[src/verilog/adc_seq_pkg.sv]
// Constants, types and helper functions of the sample and convert sequencer
//
// Contract
// - Short sampling window lasts twelve serial clocks.
// - Sampling starts after fourth serial falling edge.
// - Long sampling window lasts forty-four serial clocks.
// - Strobe low samples, rising edge starts conversion.
// - Strobe enters extended mode; two triggers exit.
// - Conversion starts after sixteenth or forty-eighth fall.
// - Conversion lasts eighteen or thirteen clocks, plus delay.
// - Conversion clock: oscillator or four serial clocks.
// - Done low during conversion; interrupt low at end.
// - One-shot converts once, bypassing the FIFO.
// - Repeat fills FIFO to threshold, then interrupts.
// - Next repeat operation overwrites unread FIFO.
// - Select commands during operations are dummies.
// - Strobe repeat may restart right after threshold.
// - Sweep converts sequence channels until threshold.
// - Full sweep idles until read or configuration.
// - Repeat sweep restarts at once, overwriting FIFO.
// - Threshold code selects level seven, five, three, one.
// - Shared pin shows interrupt or conversion done.
// - Configuration write never converts nor signals.
package adc_seq_pkg;

	// Clock and internal timing
	localparam int CLK_PERIOD_NS = 10;
	localparam int INT_DELAY_NS = 15;
	localparam int INT_DELAY_CYC = (INT_DELAY_NS + CLK_PERIOD_NS - 1) / CLK_PERIOD_NS;
	localparam logic [1:0] INT_DELAY_CNT = 2'(INT_DELAY_CYC - 1);
	localparam int OSC_PERIOD_NS = 100;
	localparam int OSC_CYC = OSC_PERIOD_NS / CLK_PERIOD_NS;
	localparam logic [3:0] OSC_CNT = 4'(OSC_CYC - 1);

	// Serial clock positions and window lengths
	localparam logic [5:0] SAMPLE_START_FALL = 6'h04;
	localparam logic [5:0] SHORT_WINDOW = 6'h0C;
	localparam logic [5:0] LONG_WINDOW = 6'h2C;
	localparam logic [1:0] SCLK_PER_CONV_LAST = 2'h3;
	localparam logic [4:0] CONV_CLKS_14 = 5'h12;
	localparam logic [4:0] CONV_CLKS_12 = 5'h0D;
	localparam logic EXT_EXIT_LAST = 1'h1;

	// FIFO levels that end an operation
	localparam logic [3:0] LEVEL_FULL = 4'h7;
	localparam logic [3:0] LEVEL_3Q = 4'h5;
	localparam logic [3:0] LEVEL_HALF = 4'h3;
	localparam logic [3:0] LEVEL_1Q = 4'h1;
	localparam int FIFO_DEPTH = 8;
	localparam int VALUE_BITS = 14;
	localparam int CH_BITS = 3;

	typedef enum logic [1:0] {
		MODE_ONE_SHOT = 2'b00,
		MODE_REPEAT = 2'b01,
		MODE_SWEEP = 2'b10,
		MODE_REPEAT_SWEEP = 2'b11
	} mode_e;

	typedef enum logic [1:0] {
		CMD_SELECT = 2'b00,
		CMD_FIFO_READ = 2'b01,
		CMD_CONFIG_WRITE = 2'b10,
		CMD_OTHER = 2'b11
	} cmd_e;

	typedef struct packed {
		mode_e mode;
		logic [1:0] sweep_seq;
		logic eoc_select;
		logic [1:0] threshold;
		logic long_sample;
		logic ext_clock;
		logic res14;
	} config_word_s;

	typedef struct packed {
		logic [CH_BITS-1:0] channel;
		logic [VALUE_BITS-1:0] value;
	} result_s;

	// Number of samples that completes an operation
	function automatic logic [3:0] fill_target(input logic [1:0] th);
		unique case (th)
			2'b00: fill_target = LEVEL_FULL + 4'h1;
			2'b01: fill_target = LEVEL_3Q + 4'h1;
			2'b10: fill_target = LEVEL_HALF + 4'h1;
			2'b11: fill_target = LEVEL_1Q + 4'h1;
		endcase
	endfunction

	// Channel visited at a given sweep position
	function automatic logic [2:0] sweep_channel(input logic [1:0] seq, input logic [2:0] idx);
		unique case (seq)
			2'b00: sweep_channel = idx;
			2'b01: sweep_channel = {idx[1:0], 1'b0};
			2'b10: sweep_channel = {idx[2:1], 1'b0};
			2'b11: sweep_channel = {1'b0, idx[0], 1'b0};
		endcase
	endfunction

endpackage

[src/verilog/pin_sync.sv]
// Two-stage pin synchroniser with edge detection
`timescale 1ns/100ps
module pin_sync #(
	parameter logic INIT = 1'b1
) (
	input wire logic i_clk,
	input wire logic i_rst_n,
	input wire logic i_pin,
	output logic o_level,
	output logic o_rise,
	output logic o_fall
);
	logic meta;
	logic stable;
	logic prev;

	// Only the second stage looks at the first
	always_ff @(posedge i_clk or negedge i_rst_n) begin
		if (!i_rst_n) begin
			meta <= INIT;
			stable <= INIT;
			prev <= INIT;
		end else begin
			meta <= i_pin;
			stable <= meta;
			prev <= stable;
		end
	end

	// Edges come from the settled stages only
	assign o_level = stable;
	assign o_rise = stable & ~prev;
	assign o_fall = ~stable & prev;
endmodule

[src/verilog/result_fifo.sv]
// Result FIFO with registered read data and flush
`timescale 1ns/100ps
module result_fifo #(
	parameter int WIDTH = 17,
	parameter int DEPTH = 8
) (
	input wire logic i_clk,
	input wire logic i_rst_n,
	input wire logic i_flush,
	input wire logic i_wr_valid,
	output logic o_wr_ready,
	input wire logic [WIDTH-1:0] i_wr_data,
	output logic o_rd_valid,
	input wire logic i_rd_ready,
	output logic [WIDTH-1:0] o_rd_data
);
	localparam int AW = $clog2(DEPTH);
	localparam logic [AW:0] DEPTH_CNT = (AW+1)'(DEPTH);
	localparam logic [AW-1:0] LAST_IDX = AW'(DEPTH - 1);
	logic [WIDTH-1:0] mem [DEPTH];
	logic [AW-1:0] wr_idx;
	logic [AW-1:0] rd_idx;
	logic [AW:0] count;
	logic push;
	logic pop;
	logic [AW-1:0] next_rd_idx;
	logic [AW:0] next_count;

	assign push = i_wr_valid & o_wr_ready;
	assign pop = o_rd_valid & i_rd_ready;
	assign next_rd_idx = pop ? ((rd_idx == LAST_IDX) ? '0 : rd_idx + 1'b1) : rd_idx;

	// Occupancy after this edge
	always_comb begin
		next_count = count;
		if (push && !pop) begin
			next_count = count + 1'b1;
		end else if (pop && !push) begin
			next_count = count - 1'b1;
		end
	end

	// Storage; flush only discards, old words are overwritten later
	always_ff @(posedge i_clk) begin
		if (push) begin
			mem[wr_idx] <= i_wr_data;
		end
	end

	// Pointers and flags are registered so both sides see clean levels
	always_ff @(posedge i_clk or negedge i_rst_n) begin
		if (!i_rst_n) begin
			wr_idx <= '0;
			rd_idx <= '0;
			count <= '0;
			o_rd_valid <= 1'b0;
			o_wr_ready <= 1'b1;
		end else if (i_flush) begin
			wr_idx <= '0;
			rd_idx <= '0;
			count <= '0;
			o_rd_valid <= 1'b0;
			o_wr_ready <= 1'b1;
		end else begin
			if (push) begin
				wr_idx <= (wr_idx == LAST_IDX) ? '0 : wr_idx + 1'b1;
			end
			rd_idx <= next_rd_idx;
			count <= next_count;
			o_rd_valid <= (next_count != '0);
			o_wr_ready <= (next_count != DEPTH_CNT);
		end
	end

	// Read data register with bypass for a write into the head slot
	always_ff @(posedge i_clk or negedge i_rst_n) begin
		if (!i_rst_n) begin
			o_rd_data <= '0;
		end else if (push && wr_idx == next_rd_idx) begin
			o_rd_data <= i_wr_data;
		end else begin
			o_rd_data <= mem[next_rd_idx];
		end
	end
endmodule

[src/verilog/adc_sample_convert_sequencer.sv]
// Sampling and conversion sequencer with operation modes and result FIFO
`timescale 1ns/100ps
module adc_sample_convert_sequencer (
	input wire logic I_CLK,
	input wire logic I_RST_N,
	input wire logic I_SCLK,
	input wire logic I_CS_N,
	input wire logic I_FRAME_SYNC_PULSE,
	input wire logic I_EXTERNAL_SAMPLE_STROBE_N,
	input wire adc_seq_pkg::cmd_e I_CMD,
	input wire logic [adc_seq_pkg::CH_BITS-1:0] I_CMD_CHANNEL,
	input wire adc_seq_pkg::config_word_s I_CONFIG_WORD,
	input wire logic [adc_seq_pkg::VALUE_BITS-1:0] I_CONV_VALUE,
	input wire logic I_RESULT_READY,
	output logic O_EOC_INT_N,
	output logic O_SAMPLING,
	output logic O_CONVERTING,
	output logic [adc_seq_pkg::CH_BITS-1:0] O_CHANNEL,
	output logic [adc_seq_pkg::VALUE_BITS-1:0] O_ONESHOT_RESULT,
	output adc_seq_pkg::result_s O_RESULT_DATA,
	output logic O_RESULT_VALID,
	output logic O_EXTENDED_MODE,
	output logic O_OP_ACTIVE,
	output logic O_HALTED
);
	import adc_seq_pkg::*;

	typedef enum logic [2:0] {
		ST_IDLE = 3'b000,
		ST_COMMAND = 3'b001,
		ST_SAMPLE = 3'b010,
		ST_EXT_SAMPLE = 3'b011,
		ST_STROBE_DELAY = 3'b100,
		ST_CONVERT = 3'b101,
		ST_CONV_DELAY = 3'b110,
		ST_PUSH = 3'b111
	} state_e;

	state_e state;
	logic sclk_fall;
	logic cs_fall;
	logic fs_rise;
	logic strobe_level;
	logic strobe_fall;
	logic strobe_rise;
	logic [5:0] fall_cnt;
	logic [5:0] conv_start_fall;
	logic [4:0] conv_cnt;
	logic [4:0] conv_last;
	logic [1:0] sclk_div;
	logic [3:0] osc_cnt;
	logic [1:0] dly_cnt;
	logic [3:0] wr_count;
	logic [CH_BITS-1:0] sel_channel;
	logic [CH_BITS-1:0] next_channel;
	logic int_n;
	logic ext_exit_cnt;
	logic trig;
	logic fourth_fall;
	logic cmd_seen;
	logic normal_go;
	logic strobe_go;
	logic start_go;
	logic new_op;
	logic one_shot;
	logic conv_tick;
	logic osc_tick;
	logic conv_end;
	logic push_done;
	logic reach_target;
	logic fifo_ready;
	logic in_conv;
	result_s capture;

	pin_sync #(.INIT(1'b1)) u_sclk_sync (
		.i_clk(I_CLK), .i_rst_n(I_RST_N), .i_pin(I_SCLK),
		.o_level(), .o_rise(), .o_fall(sclk_fall)
	);
	pin_sync #(.INIT(1'b1)) u_cs_sync (
		.i_clk(I_CLK), .i_rst_n(I_RST_N), .i_pin(I_CS_N),
		.o_level(), .o_rise(), .o_fall(cs_fall)
	);
	pin_sync #(.INIT(1'b0)) u_fs_sync (
		.i_clk(I_CLK), .i_rst_n(I_RST_N), .i_pin(I_FRAME_SYNC_PULSE),
		.o_level(), .o_rise(fs_rise), .o_fall()
	);
	pin_sync #(.INIT(1'b1)) u_strobe_sync (
		.i_clk(I_CLK), .i_rst_n(I_RST_N), .i_pin(I_EXTERNAL_SAMPLE_STROBE_N),
		.o_level(strobe_level), .o_rise(strobe_rise), .o_fall(strobe_fall)
	);

	// Serial clock positions for the selected window length
	assign conv_start_fall = SAMPLE_START_FALL
		+ (I_CONFIG_WORD.long_sample ? LONG_WINDOW : SHORT_WINDOW);
	assign conv_last = (I_CONFIG_WORD.res14 ? CONV_CLKS_14 : CONV_CLKS_12) - 5'h01;
	assign one_shot = (I_CONFIG_WORD.mode == MODE_ONE_SHOT);

	// Cycle events; triggers are only taken between conversions
	assign trig = (state == ST_IDLE) && (cs_fall || fs_rise);
	assign fourth_fall = sclk_fall && (fall_cnt == SAMPLE_START_FALL - 6'h01);
	assign cmd_seen = (state == ST_COMMAND) && fourth_fall;
	// Read and configuration commands never sample
	assign normal_go = cmd_seen && (I_CMD == CMD_SELECT) && !O_EXTENDED_MODE
		&& !O_HALTED;
	assign strobe_go = ((state == ST_IDLE) || (state == ST_COMMAND)) && strobe_fall
		&& !O_HALTED;
	assign start_go = normal_go || strobe_go;
	assign new_op = start_go && !one_shot && !O_OP_ACTIVE;
	assign reach_target = (wr_count + 4'h1) == fill_target(I_CONFIG_WORD.threshold);
	assign conv_end = (state == ST_CONV_DELAY) && (dly_cnt == 2'h0);
	assign push_done = (state == ST_PUSH) && fifo_ready;
	assign in_conv = (state == ST_CONVERT) || (state == ST_CONV_DELAY);

	// Conversion clock from the oscillator or four serial clocks
	assign osc_tick = (osc_cnt == OSC_CNT);
	assign conv_tick = I_CONFIG_WORD.ext_clock
		? (sclk_fall && sclk_div == SCLK_PER_CONV_LAST) : osc_tick;

	// Channel for the sample being started; dummy selects keep the plan
	always_comb begin
		next_channel = O_CHANNEL;
		if (I_CONFIG_WORD.mode[1]) begin
			next_channel = sweep_channel(I_CONFIG_WORD.sweep_seq,
				new_op ? 3'h0 : wr_count[2:0]);
		end else if (one_shot || new_op) begin
			next_channel = normal_go ? I_CMD_CHANNEL : sel_channel;
		end
	end

	// Internal oscillator runs free so its ticks need no start-up
	always_ff @(posedge I_CLK or negedge I_RST_N) begin
		if (!I_RST_N) begin
			osc_cnt <= 4'h0;
		end else if (osc_tick) begin
			osc_cnt <= 4'h0;
		end else begin
			osc_cnt <= osc_cnt + 4'h1;
		end
	end

	// Main sequence of command, sampling and conversion periods
	always_ff @(posedge I_CLK or negedge I_RST_N) begin
		if (!I_RST_N) begin
			state <= ST_IDLE;
			fall_cnt <= 6'h00;
			conv_cnt <= 5'h00;
			sclk_div <= 2'h0;
			dly_cnt <= 2'h0;
		end else begin
			unique case (state)
				ST_IDLE: begin
					if (strobe_go) begin
						state <= ST_EXT_SAMPLE;
					end else if (trig) begin
						state <= ST_COMMAND;
						fall_cnt <= 6'h00;
					end
				end
				ST_COMMAND: begin
					if (strobe_go) begin
						state <= ST_EXT_SAMPLE;
					end else if (normal_go) begin
						state <= ST_SAMPLE;
						fall_cnt <= fall_cnt + 6'h01;
					end else if (cmd_seen) begin
						state <= ST_IDLE;
					end else if (sclk_fall) begin
						fall_cnt <= fall_cnt + 6'h01;
					end
				end
				ST_SAMPLE: begin
					if (sclk_fall) begin
						fall_cnt <= fall_cnt + 6'h01;
						if (fall_cnt == conv_start_fall - 6'h01) begin
							state <= ST_CONVERT;
							conv_cnt <= 5'h00;
							sclk_div <= 2'h0;
						end
					end
				end
				ST_EXT_SAMPLE: begin
					if (strobe_rise) begin
						state <= ST_STROBE_DELAY;
						dly_cnt <= INT_DELAY_CNT;
					end
				end
				ST_STROBE_DELAY: begin
					if (dly_cnt == 2'h0) begin
						state <= ST_CONVERT;
						conv_cnt <= 5'h00;
						sclk_div <= 2'h0;
					end else begin
						dly_cnt <= dly_cnt - 2'h1;
					end
				end
				ST_CONVERT: begin
					if (sclk_fall) begin
						sclk_div <= sclk_div + 2'h1;
					end
					if (conv_tick) begin
						conv_cnt <= conv_cnt + 5'h01;
						if (conv_cnt == conv_last) begin
							state <= ST_CONV_DELAY;
							dly_cnt <= INT_DELAY_CNT;
						end
					end
				end
				ST_CONV_DELAY: begin
					if (dly_cnt != 2'h0) begin
						dly_cnt <= dly_cnt - 2'h1;
					end else if (one_shot) begin
						state <= ST_IDLE;
					end else begin
						state <= ST_PUSH;
					end
				end
				ST_PUSH: begin
					// Waits here while the FIFO is full
					if (fifo_ready) begin
						state <= ST_IDLE;
					end
				end
			endcase
		end
	end

	// Extended sampling mode entry and two-trigger exit
	always_ff @(posedge I_CLK or negedge I_RST_N) begin
		if (!I_RST_N) begin
			O_EXTENDED_MODE <= 1'b0;
			ext_exit_cnt <= 1'b0;
		end else if (strobe_fall) begin
			O_EXTENDED_MODE <= 1'b1;
			ext_exit_cnt <= 1'b0;
		end else if (trig && O_EXTENDED_MODE && strobe_level) begin
			if (ext_exit_cnt == EXT_EXIT_LAST) begin
				O_EXTENDED_MODE <= 1'b0;
				ext_exit_cnt <= 1'b0;
			end else begin
				ext_exit_cnt <= ext_exit_cnt + 1'b1;
			end
		end
	end

	// Operation bookkeeping: active flag, sweep halt and write count
	always_ff @(posedge I_CLK or negedge I_RST_N) begin
		if (!I_RST_N) begin
			O_OP_ACTIVE <= 1'b0;
			O_HALTED <= 1'b0;
			wr_count <= 4'h0;
		end else if (cmd_seen && I_CMD == CMD_CONFIG_WRITE) begin
			O_OP_ACTIVE <= 1'b0;
			O_HALTED <= 1'b0;
			wr_count <= 4'h0;
		end else if (push_done) begin
			if (reach_target) begin
				O_OP_ACTIVE <= 1'b0;
				O_HALTED <= (I_CONFIG_WORD.mode == MODE_SWEEP);
				wr_count <= 4'h0;
			end else begin
				wr_count <= wr_count + 4'h1;
			end
		end else if (new_op) begin
			O_OP_ACTIVE <= 1'b1;
			wr_count <= 4'h0;
		end else if (cmd_seen && I_CMD == CMD_FIFO_READ) begin
			O_HALTED <= 1'b0;
		end
	end

	// Channel latched by a real select, kept for strobe-started operations
	always_ff @(posedge I_CLK or negedge I_RST_N) begin
		if (!I_RST_N) begin
			sel_channel <= '0;
			O_CHANNEL <= '0;
		end else begin
			if (cmd_seen && I_CMD == CMD_SELECT && (one_shot || !O_OP_ACTIVE)) begin
				sel_channel <= I_CMD_CHANNEL;
			end
			if (start_go) begin
				O_CHANNEL <= next_channel;
			end
		end
	end

	// Result capture at the end of the conversion period
	always_ff @(posedge I_CLK or negedge I_RST_N) begin
		if (!I_RST_N) begin
			O_ONESHOT_RESULT <= '0;
			capture <= '0;
		end else if (conv_end) begin
			if (one_shot) begin
				O_ONESHOT_RESULT <= I_CONV_VALUE;
			end else begin
				capture <= '{channel: O_CHANNEL, value: I_CONV_VALUE};
			end
		end
	end

	// Interrupt: low at one-shot conversion end or at threshold, released by the next cycle
	always_ff @(posedge I_CLK or negedge I_RST_N) begin
		if (!I_RST_N) begin
			int_n <= 1'b1;
		end else if ((conv_end && one_shot) || (push_done && reach_target)) begin
			int_n <= 1'b0;
		end else if (trig || strobe_go) begin
			int_n <= 1'b1;
		end
	end

	// Registered pins; done shows only in one-shot when selected
	always_ff @(posedge I_CLK or negedge I_RST_N) begin
		if (!I_RST_N) begin
			O_EOC_INT_N <= 1'b1;
			O_SAMPLING <= 1'b0;
			O_CONVERTING <= 1'b0;
		end else begin
			O_EOC_INT_N <= (I_CONFIG_WORD.eoc_select && one_shot) ? !in_conv : int_n;
			O_SAMPLING <= (state == ST_SAMPLE) || (state == ST_EXT_SAMPLE);
			O_CONVERTING <= in_conv;
		end
	end

	// A new operation discards unread results before its first sample
	result_fifo #(.WIDTH($bits(result_s)), .DEPTH(FIFO_DEPTH)) u_fifo (
		.i_clk(I_CLK),
		.i_rst_n(I_RST_N),
		.i_flush(new_op),
		.i_wr_valid(state == ST_PUSH),
		.o_wr_ready(fifo_ready),
		.i_wr_data(capture),
		.o_rd_valid(O_RESULT_VALID),
		.i_rd_ready(I_RESULT_READY),
		.o_rd_data(O_RESULT_DATA)
	);
endmodule

[config.mk]
export PLATFORM = sky130hd
export DESIGN_NAME = adc_sample_convert_sequencer
export DESIGN_NICKNAME = d
export VERILOG_FILES = /design/src/verilog/adc_seq_pkg.sv /design/src/verilog/pin_sync.sv /design/src/verilog/result_fifo.sv /design/src/verilog/adc_sample_convert_sequencer.sv
export SDC_FILE = /design/constraint.sdc
export NUM_CORES = 1
export LEC_CHECK = 0
export CELL_PAD_IN_SITES_DETAIL_PLACEMENT = 1
export CELL_PAD_IN_SITES_GLOBAL_PLACEMENT = 1
export CORE_ASPECT_RATIO = 1.2
export CORE_MARGIN = 2
export CORE_UTILIZATION = 32
export DETAILED_ROUTE_END_ITERATION = 10
export DONT_BUFFER_PORTS = 1
export GPL_TIMING_DRIVEN = 0
export HOLD_SLACK_MARGIN = 0.02
export PLACE_DENSITY_LB_ADDON = 0.1
export SLEW_MARGIN = 10
export SYNTH_ARGS = -nofsm -noshare
export SYNTH_HDL_FRONTEND = slang
export SYNTH_SLANG_ARGS = --single-unit
[constraint.sdc]
create_clock -name I_CLK -period 4.8 [get_ports I_CLK]
set_input_delay 0.96 -clock I_CLK [delete_from_list [all_inputs] [get_ports I_CLK]]
set_output_delay 0.96 -clock I_CLK [all_outputs]
set_load 0.01 [all_outputs]
==> results.md, run 1 <==
* Rows at 73
* IO Pins at 77
* EDFF count, synth at 136
* Achievable Freq at 280 MHz
* CP Launch Point: u_fifo.rd_idx[0]$_DFF_PN0_
* # H-tree levels at 1
* First-pass GRT wire length at 45800 um
* Status: complete, no violations
* Main combinational cell family by area after synthesis: simple AND/OR/NAND/NOR gates
* Post-Layout Cell Count at 1298
* Maximum buffer depth of the clock tree at 3
* Reg2reg end: u_fifo.o_rd_data[1]$_DFF_PN0_
* CP Capture Type: register
* Final Power at 8.02 mW
* Synth Area in XOR/XNOR at 0.0135
* Fin. max-slew vios at 0
* Starting Density at 0.324
* Diodes inserted at 0
* Clock transition at path regs at 60 ps
* Final ANT Viol Nets at 0
* CP Launch Type: register
* Slew HR at 0.262
* Worst-path fanout max at 10
* DRT Pass-1 Iters at 6
* Placed cells at 1246
* Max-cap viol count at 0
* Post-synthesis compound-gate area fraction at 0.111
* Num CTS Buffers at 28
* Clock Skew at 18.2 ps
* R2r worst-path depth at 9
* Post-Synth Simple-Gate Area at 0.118
* Die area at 0.0350 mm^2
* Port Buffer Count at 0
* Worst R2R Start: u_fifo.rd_idx[0]$_DFF_PN0_
* Yosys cell types at 69
* Total vias in the final route at 6841
* Initial antenna violation count at 0
* PostCTS Resize Cnt at 0
* Iter 0 DRT Violations at 279
* Cell count after synthesis at 784
* Vias per inst at 5.27
* Die height at 205 um
* Hold buffers post-CTS at 0
* Syn Nets at 834
* Worst skew pair latency at 560 ps
* Crit Path Class: reg2reg
* M1 GR Usage at 0.201
* Chip Width at 171 um
* Tightest Hold Check Type: in2async
* #FFs+latches synth at 248
* Routed WL per cell at 23.1 um
* Predominant post-synthesis flop cell: edfxtp_1
* Final HPWL DP at 21400 um
* Fin crit period at 3570 ps
* Unrepaired setup endpoints after global routing: no
* Seq/Total Area, Yosys at 0.643
* NumNets Final at 876
* Most common cell after layout, fill and taps aside: edfxtp_1
* Layout cells sized above 1 at 0.171
* Pwr dens at 651 mW/mm^2
* DRC viols at 0
* Global Route met3 Usage at 0.0298
* Post-route cell area at 0.0123 mm^2
* Number of global-route vias before repair at 7683
* Asr flop ratio synth at 0.452
* Largest net degree at the start of global routing at 113
* Grt met2 use at 0.319
* TritonCTS Sinks at 248
* Mapped cell area at 0.0107 mm^2
* Internal reg-to-reg setup slack at 1230 ps
* Core ar. at 0.0331 mm^2
* WP data arrival at 3990 ps
* Lkg Pwr at 4.50 nW
* Root buffer cell: clkbuf_16
* Final Cycle Share at 0.743
* # setup viols final at 0
* Required time of the critical path at 5230 ps
* Postcts setup bufs at 0
* Post-synthesis adder-cell area fraction at 0.0163
* Most frequent cells in the layout: edfxtp_1, dfrtp_1, and3_1, a2111oi_0, clkbuf_1
* Synth warn at 0
* CTS tree: built
* Synth-to-layout area growth at 14.7%
* IR drop worst, VDD at 220 uV
* Total Wirelength at 30000 um
* Mux cell area share after synthesis at 0.0730
* Congestion Overflow GR at 0
* Worst Tran Pin Value at 1080 ps
* Mapped Avg Cell Area at 13.7 um^2
* GRT Util Overall at 0.173
* GRT Max-Usage Layer: met2
* Final number of hold-violating endpoints at 0
* Cell Area, Placed at 0.0114 mm^2
* Final Wtd Congestion at 0.800
* Worst hold slack at 90.8 ps
[cell families after synthesis]
| logic type | Yosys count |
|---|---|
| XOR/XNOR | 15 |
| AO/OA/AOI/OAI | 154 |
| AND/OR/NAND/NOR | 219 |
| multiplexers | 66 |
| flip-flops | 248 |
| buffers and inverters | 68 |
| adder cells (fa/ha/maj) | 14 |
[critical path, stage by stage, from the launching register on]
cell       delay [ps]
dfrtp_1           420
ha_1              180
ha_1              160
nand4bb_1         370
nand2_1           260
clkbuf_1          340
buf_2             280
a2111oi_0         970
nor4_1            120
mux2_2            330
[through the flow]
| stage | utilization | worst slack (ps) | setup TNS (ps) |
|---|---|---|---|
| after floorplan | - | 1530 | 0 |
| after global placement | 0.342 | -153 | -2570 |
| after detailed placement | 0.346 | 1180 | 0 |
| after CTS | 0.372 | 1300 | 0 |
| after global routing | 0.372 | 1160 | 0 |
| final | 0.372 | 1230 | 0 |
[synth_stat cells, drive strengths merged (4+ instances only)]
cell type / n / area share
nor3: 11 / 0.0051
ha: 14 / 0.016
nor2: 24 / 0.0084
edfxtp: 136 / 0.38
mux2: 58 / 0.064
dfrtp: 100 / 0.23
a211oi: 4 / 0.0028
nand3: 12 / 0.0056
nand2b: 8 / 0.0047
xnor2: 8 / 0.0065
inv: 15 / 0.0052
a2111oi: 70 / 0.058
nand2: 35 / 0.013
xor2: 6 / 0.0049
nor3b: 7 / 0.0049
dfstp: 12 / 0.029
a22o: 4 / 0.0033
a31oi: 7 / 0.0041
mux2i: 8 / 0.0086
and2: 5 / 0.0029
nand4: 5 / 0.0029
o21ai: 21 / 0.0098
o2bb2ai: 4 / 0.0033
o31ai: 5 / 0.0035
a21oi: 14 / 0.0069
clkbuf: 43 / 0.015
nor2b: 4 / 0.0023
nor4: 21 / 0.014
buf: 10 / 0.0051
and3: 69 / 0.040
[power by group]
group	internal (mW)	switching, mW
Sequential	2.81	0.544
Clock	1.18	0.869
Combinational	1.04	1.57
[how the worst max path moves through the flow]
stage / cells after the start / endpoint / slack, ps
finish: 9 / u_fifo.o_rd_data[1]$_DFF_PN0_ / 1230
global route: 9 / u_fifo.o_rd_data[1]$_DFF_PN0_ / 1160
CTS: 9 / u_fifo.o_rd_data[1]$_DFF_PN0_ / 1300
detailed placement: 7 / u_fifo.o_rd_data[1]$_DFF_PN0_ / 1180
global placement: 4 / u_fifo.mem[0][8]$_DFFE_PP_ / -150
floorplan: 4 / u_fifo.mem[4][0]$_DFFE_PP_ / 1530
[routing by layer]
layer / share of wire / vias to the layer above
met4: 0.028 / 0
met5: 0 / -
li1: - / 3161
met3: 0.044 / 42
met1: 0.40 / 3506
met2: 0.53 / 132
[layout make-up]
cell class	count	area [um^2]
plain buffers	53	218
clock buffers	42	783
clock inverters	10	86.3
fillers	3495	20800
inverters	15	56.3
multi-input cells	468	3590
flip-flops and latches	248	6900
well taps	450	563
repair buffers	12	105
[state kept, by name, summed over array words and instances, names as in the netlist, 2 cells and up]
register / count
O_CHANNEL: 3
O_ONESHOT_RESULT: 14
capture: 17
conv_cnt: 5
dly_cnt: 2
fall_cnt: 6
osc_cnt: 4
sclk_div: 2
sel_channel: 3
state: 3
u_fifo.count: 4
u_fifo.mem: 136
u_fifo.o_rd_data: 17
u_fifo.rd_idx: 3
u_fifo.wr_idx: 3
wr_count: 4
(Power assumes the default switching activity.)
==> run 2, diff against run 1 <==
--- a/config.mk
+++ b/config.mk
@@ -5,6 +5,7 @@
 export SDC_FILE = /design/constraint.sdc
 export NUM_CORES = 1
 export LEC_CHECK = 0
+export ABC_AREA = 1
 export CELL_PAD_IN_SITES_DETAIL_PLACEMENT = 1
 export CELL_PAD_IN_SITES_GLOBAL_PLACEMENT = 1
 export CORE_ASPECT_RATIO = 1.2
==> constraint.sdc (replaced) <==
create_clock -name I_CLK -period 3.1 [get_ports I_CLK]
set_input_delay 0.62 -clock I_CLK [delete_from_list [all_inputs] [get_ports I_CLK]]
set_output_delay 0.62 -clock I_CLK [all_outputs]
set_load 0.01 [all_outputs]
==> run 2 against run 1 <==
Net effect: sequential cell count unchanged; clock-buffer cell count is 7 lower; clock skew fell by 3.5 ps; final cell count is 18% higher; clock power rose by 70%; sequential power up 35%; wire length shrank 4.1%; core utilization increased by 0.23 points.
==> results.md, run 2 <==
* Fin crit period at 2840 ps
* Post-Synth Simple-Gate Area at 0.135
* GRT Util Overall at 0.171
* Post-synthesis compound-gate area fraction at 0.121
* # setup viols final at 0
* Final HPWL DP at 20300 um
* Worst-path fanout max at 10
* Iter 0 DRT Violations at 270
* Worst Tran Pin Value at 885 ps
* Number of global-route vias before repair at 7705
* Synth top area share at 0.383
* Rows at 73
* Status: complete, no violations
* Unrepaired setup endpoints after global routing: no
* # H-tree levels at 1
* Mapped Avg Cell Area at 10.4 um^2
* Comb power frac at 0.283
* Final Cycle Share at 0.915
* Routed WL per cell at 18.7 um
* Biggest register: u_fifo.mem
* Clock transition at path regs at 70 ps
* Seq/Total Area, Yosys at 0.647
* Synth warn at 0
* CTS tree: built
* Cell count after synthesis at 1021
* Asr flop ratio synth at 0.452
* Achievable Freq at 352 MHz
* Lkg Pwr at 5.15 nW
* Required time of the critical path at 3350 ps
* Synth top cells by count: nand2_1, edfxtp_1, inv_1
* Filler cell count at 3691
* Synth area leaders: edfxtp_1, dfrtp_1, o21ai_0
* Placed cells at 1478
* Synth Area in XOR/XNOR at 0.00986
* EDFF count, synth at 136
* Maximum buffer depth of the clock tree at 3
* Most common cell in the netlist: nand2_1
* Total vias in the final route at 7244
* TritonCTS Sinks at 248
* Worst skew pair latency at 550 ps
* Final TNS setup at 0 ps
* Final number of hold-violating endpoints at 0
* Largest net degree at the start of global routing at 113
* Syn Nets at 1071
* Clock Skew at 14.6 ps
* Die area at 0.0348 mm^2
* Largest regs: u_fifo.mem x136, capture x17, u_fifo.o_rd_data x17
* Mux cell area share after synthesis at 0.00422
* NumNets Final at 1110
* Part of the power in the clock network at 0.312
* CP Launch Type: register
* Slew HR at 0.410
* DRT Pass-1 Iters at 4
* DRC viols at 0
* Crit Path Class: reg2reg
* Net Sw Frac at 0.364
* Chip Width at 171 um
* Core ar. at 0.0330 mm^2
* Diodes inserted at 0
* Tightest Hold Check Type: in2reg
* IO Pins at 77
* Most frequent cells in the layout: nand2_1, edfxtp_1, inv_1, o21ai_0, dfrtp_1
* Cell-internal power at 7.11 mW
* Final ANT Viol Nets at 0
* Synth area leader: edfxtp_1
* Root buffer cell: clkbuf_16
* IR drop worst, VDD at 491 uV
* Post-synthesis adder-cell area fraction at 0.0164
* Yosys cell types at 48
* Postcts setup bufs at 0
* Max-cap viol count at 0
* Initial antenna violation count at 0
* CP Capture Type: register
* #FFs+latches synth at 248
* Max FFs per register at 136
* WP data arrival at 3090 ps
* P_sw at 4.06 mW
* Fraction of power consumed by sequential logic at 0.404
* Die height at 204 um
* Post-Layout Cell Count at 1532
* Num CTS Buffers at 28
* Mapped cell area at 0.0107 mm^2
* First-pass GRT wire length at 45600 um
* Layout cells sized above 1 at 0.115
* Total Wirelength at 28700 um
* Pwr dens at 905 mW/mm^2
* Predominant post-synthesis flop cell: edfxtp_1
* Vias per inst at 4.73
* Fin. max-slew vios at 0
* Port Buffer Count at 0
* Final Wtd Congestion at 0.772
* Starting Density at 0.323
* Congestion Overflow GR at 0
* Most common cell after layout, fill and taps aside: nand2_1
* Main combinational cell family by area after synthesis: simple AND/OR/NAND/NOR gates
* Synth-to-layout area growth at 15.8%
## run 2: metrics by stage
stage / hold slack [ps] / setup slack [ps] / util / power (mW) / area, um^2
final: 68.9 / 262 / 0.374 / 11.2 / 12300
after global routing: 35.0 / 101 / 0.374 / 12.0 / 12300
after CTS: 35.4 / 187 / 0.374 / 11.4 / 12300
after detailed placement: 326 / 215 / 0.344 / 7.81 / 11300
after global placement: 327 / -445 / 0.340 / 7.74 / 11200
after floorplan: 324 / 920 / - / 6.62 / 10700
## run 2: path summary, 6_finish.rpt
kind | start | to | slack [ps] | cells past startpoint
setup / recovery | state[0]$_DFFE_PN0P_ | u_fifo.mem[7][11]$_DFFE_PP_ | 260 | 7
hold / removal | I_EXTERNAL_SAMPLE_STROBE_N | u_strobe_sync.meta$_DFF_PN1_ | 70 | 0
setup reg to reg | state[0]$_DFFE_PN0P_ | u_fifo.mem[7][11]$_DFFE_PP_ | 260 | 7
hold reg to reg | u_sclk_sync.meta$_DFF_PN1_ | u_sclk_sync.o_level$_DFF_PN1_ | 350 | 0
max in group asynchronous | I_RST_N | u_fs_sync.o_level$_DFF_PN0_ | 1860 | 2
min in group asynchronous | I_RST_N | u_fifo.o_rd_data[7]$_DFF_PN0_ | 590 | 2
## run 2: routing by layer
layer / GRT usage / up-vias / wire length [um]
met4: 0.0418 / 0 / 488
met2: 0.309 / 104 / 14700
li1: - / 3530 / -
met1: 0.212 / 3575 / 12200
met3: 0.0298 / 35 / 1280
met5: 0 / - / 0
## run 2: timing repair
item | in CTS | in global routing
endpoints found under the hold margin | 112 | 9
resized for setup | 0 | 0
hold buffers | 1 | 1
## run 2: cell families after synthesis
kind of cell	Yosys count
simple gates	322
flops	248
compound gates	244
buf+inv	177
fa+ha+maj	14
xor+xnor	12
mux	4
## run 2: layout make-up
class / count / area [um^2] / share of cell area
clock buffer: 35 / 778 / 0.0630
multi-input combinational: 596 / 3070 / 0.249
sequential: 248 / 6900 / 0.559
timing repair buffer: 9 / 139 / 0.0112
buffer: 33 / 160 / 0.0130
clock inverter: 17 / 186 / 0.0151
tap: 450 / 563 / 0.0456
inverter: 144 / 547 / 0.0443
## run 2: power groups by stage
stage	clock network (mW)	logic [mW]	registers, mW
floorplan	0	2.20	4.42
global placement	0	3.15	4.59
detailed placement	0	3.20	4.61
CTS	3.59	3.26	4.54
global route	3.72	3.67	4.60
finish	3.49	3.16	4.52
## run 2: worst max-delay path, cell delays in order, from the launching register on
cell and delay [ps]:
dfrtp_1 500, nand2_1 160, nor2_1 260, nand2_2 250
inv_1 300, nand2_1 230, nor2_2 580, buf_6 240
==> run 3, diff against run 2 <==
--- a/config.mk
+++ b/config.mk
@@ -5,7 +5,6 @@
 export SDC_FILE = /design/constraint.sdc
 export NUM_CORES = 1
 export LEC_CHECK = 0
-export ABC_AREA = 1
 export CELL_PAD_IN_SITES_DETAIL_PLACEMENT = 1
 export CELL_PAD_IN_SITES_GLOBAL_PLACEMENT = 1
 export CORE_ASPECT_RATIO = 1.2
==> run 3 against run 2 <==
Net effect: critical path depth increased by 1; non-clock buffer count increased by 29; final cell count decreased by 15%; sequential power increased by 15%.
==> results.md, run 3 (synthesized netlist as in run 1, its figures left out) <==
* Status: complete, no violations
* Most frequent cells in the layout: edfxtp_1, dfrtp_1, and3_1, clkbuf_1, a2111oi_0
* Lkg Pwr at 4.56 nW
* NumNets Final at 882
* Root buffer cell: clkbuf_16
* Worst-path fanout max at 10
* Starting Density at 0.324
* CP peak stage delay at 520 ps
* CTS tree: built
* Biggest register: u_fifo.mem
* Routed WL per cell at 23.0 um
* Worst R2R Start: u_fifo.rd_idx[0]$_DFF_PN0_
* Worst skew pair latency at 540 ps
* Congestion Overflow GR at 0
* # H-tree levels at 1
* Maximum buffer depth of the clock tree at 3
* Filler cell count at 3528
* Tightest Hold Check Type: in2reg
* Fin. max-slew vios at 0
* Pwr dens at 1000 mW/mm^2
* WP data arrival at 3430 ps
* Worst Tran Pin Value at 961 ps
* Total Wirelength at 30000 um
* Reg2reg end: u_fifo.o_rd_data[11]$_DFF_PN0_
* Required time of the critical path at 3570 ps
* Cell Area, Placed at 0.0114 mm^2
* Largest net degree at the start of global routing at 113
* Hold path cells at 0
* Max-cap viol count at 0
* Rows at 73
* CP dominant cell by count: ha_1
* Final number of hold-violating endpoints at 0
* Final Power at 12.5 mW
* Crit Path Class: reg2reg
* Chip Width at 171 um
* Internal reg-to-reg setup slack at 140 ps
* Total vias in the final route at 6962
* HP Start: I_SCLK
* CP Launch Type: register
* Worst hold slack at 75.9 ps
* Port Buffer Count at 0
* CP Capture Type: register
* TritonCTS Sinks at 248
* Clock transition at path regs at 60 ps
* # setup viols final at 0
* Num CTS Buffers at 28
* Final HPWL DP at 21600 um
* Layout cells sized above 1 at 0.190
* Placed cells at 1245
* Final Cycle Share at 0.955
* Largest regs: u_fifo.mem x136, capture x17, u_fifo.o_rd_data x17
* DRC viols at 0
* Fin crit period at 2960 ps
* R2r worst-path depth at 8
* Hold EP: u_sclk_sync.meta$_DFF_PN1_
* Max FFs per register at 136
* IR drop worst, VDD at 352 uV
* Most common cell after layout, fill and taps aside: edfxtp_1
* GRT Util Overall at 0.176
* Iter 0 DRT Violations at 237
* Number of global-route vias before repair at 7795
* Die area at 0.0350 mm^2
* Final Wtd Congestion at 0.781
* Unrepaired setup endpoints after global routing: yes
* Final TNS setup at 0 ps
* Core ar. at 0.0331 mm^2
* Final ANT Viol Nets at 0
* CP cell instances: ha_1, ha_1, nand4bb_2, nand2_1, clkbuf_1, a2111oi_0, nor4_1, mux2_4
* Initial antenna violation count at 0
* Slew HR at 0.343
* Synth-to-layout area growth at 16.1%
* DRT Pass-1 Iters at 4
* Achievable Freq at 338 MHz
* IO Pins at 77
* Worst path slowest cell: clkbuf_1
* Die height at 205 um
* First-pass GRT wire length at 46800 um
* Clock Skew at 13.8 ps
* Diodes inserted at 0
* Vias per inst at 5.34
* Post-route cell area at 0.0125 mm^2
* Post-Layout Cell Count at 1304
## run 3: cell type report
class | count | area (um^2) | share of cell area
Tap cell | 450 | 563 | 0.0452
Clock buffer | 49 | 841 | 0.0675
Multi-Input combinational cell | 468 | 3680 | 0.295
Clock inverter | 3 | 13.8 | 0.00111
Timing Repair Buffer | 19 | 180 | 0.0145
Sequential cell | 248 | 6900 | 0.554
Inverter | 15 | 56.3 | 0.00452
Buffer | 52 | 218 | 0.0175
## run 3: worst max path at each step
stage,start,endpoint,slack [ps]
after floorplan,state[1]$_DFFE_PN0P_,u_fifo.mem[0][0]$_DFFE_PP_,50
after global placement,state[1]$_DFFE_PN0P_,u_fifo.mem[0][8]$_DFFE_PP_,-1790
after detailed placement,u_fifo.rd_idx[0]$_DFF_PN0_,u_fifo.o_rd_data[10]$_DFF_PN0_,-300
after CTS,state[1]$_DFFE_PN0P_,u_fifo.mem[5][10]$_DFFE_PP_,-20
after global routing,u_fifo.rd_idx[0]$_DFF_PN0_,u_fifo.o_rd_data[10]$_DFF_PN0_,-30
final,u_fifo.rd_idx[0]$_DFF_PN0_,u_fifo.o_rd_data[11]$_DFF_PN0_,140
## run 3: per-stage QoR
| stage | util | setup slack, ps |
|---|---|---|
| 5_1_grt | 0.377 | -33.2 |
| 3_5_place_dp | 0.346 | -297 |
| 6_report | 0.377 | 138 |
| 2_1_floorplan | - | 51.2 |
| 3_3_place_gp | 0.342 | -1790 |
| 4_1_cts | 0.374 | -16.2 |
## run 3: layer usage
metal,GRT usage,share of wire,up-vias
met2,0.334,0.54,139
met1,0.198,0.39,3597
met4,0.0566,0.024,0
met5,0,0,-
li1,-,-,3177
met3,0.0321,0.045,49
## run 3: power breakdown
group | internal, mW | total [mW] | switching, mW
combinational | 1.68 | 4.18 | 2.50
sequential | 4.36 | 5.19 | 0.832
clock | 1.82 | 3.12 | 1.30
total | 7.86 | 12.5 | 4.63
## run 3: timing repair
item,CTS,global route
buffers inserted,0,6
pin swaps,1,1
hold endpoints to repair,112,8
hold buffers,1,1
resized for setup,14,17
endpoints found under the setup margin,26,73
## run 3: critical path: cells and delay by family, from the launching register on
family	cells	cell delay, ps
mux	1	220
compound gates	1	250
flops	1	420
buf+inv	1	520
simple gates	3	1050
fa+ha+maj	2	410
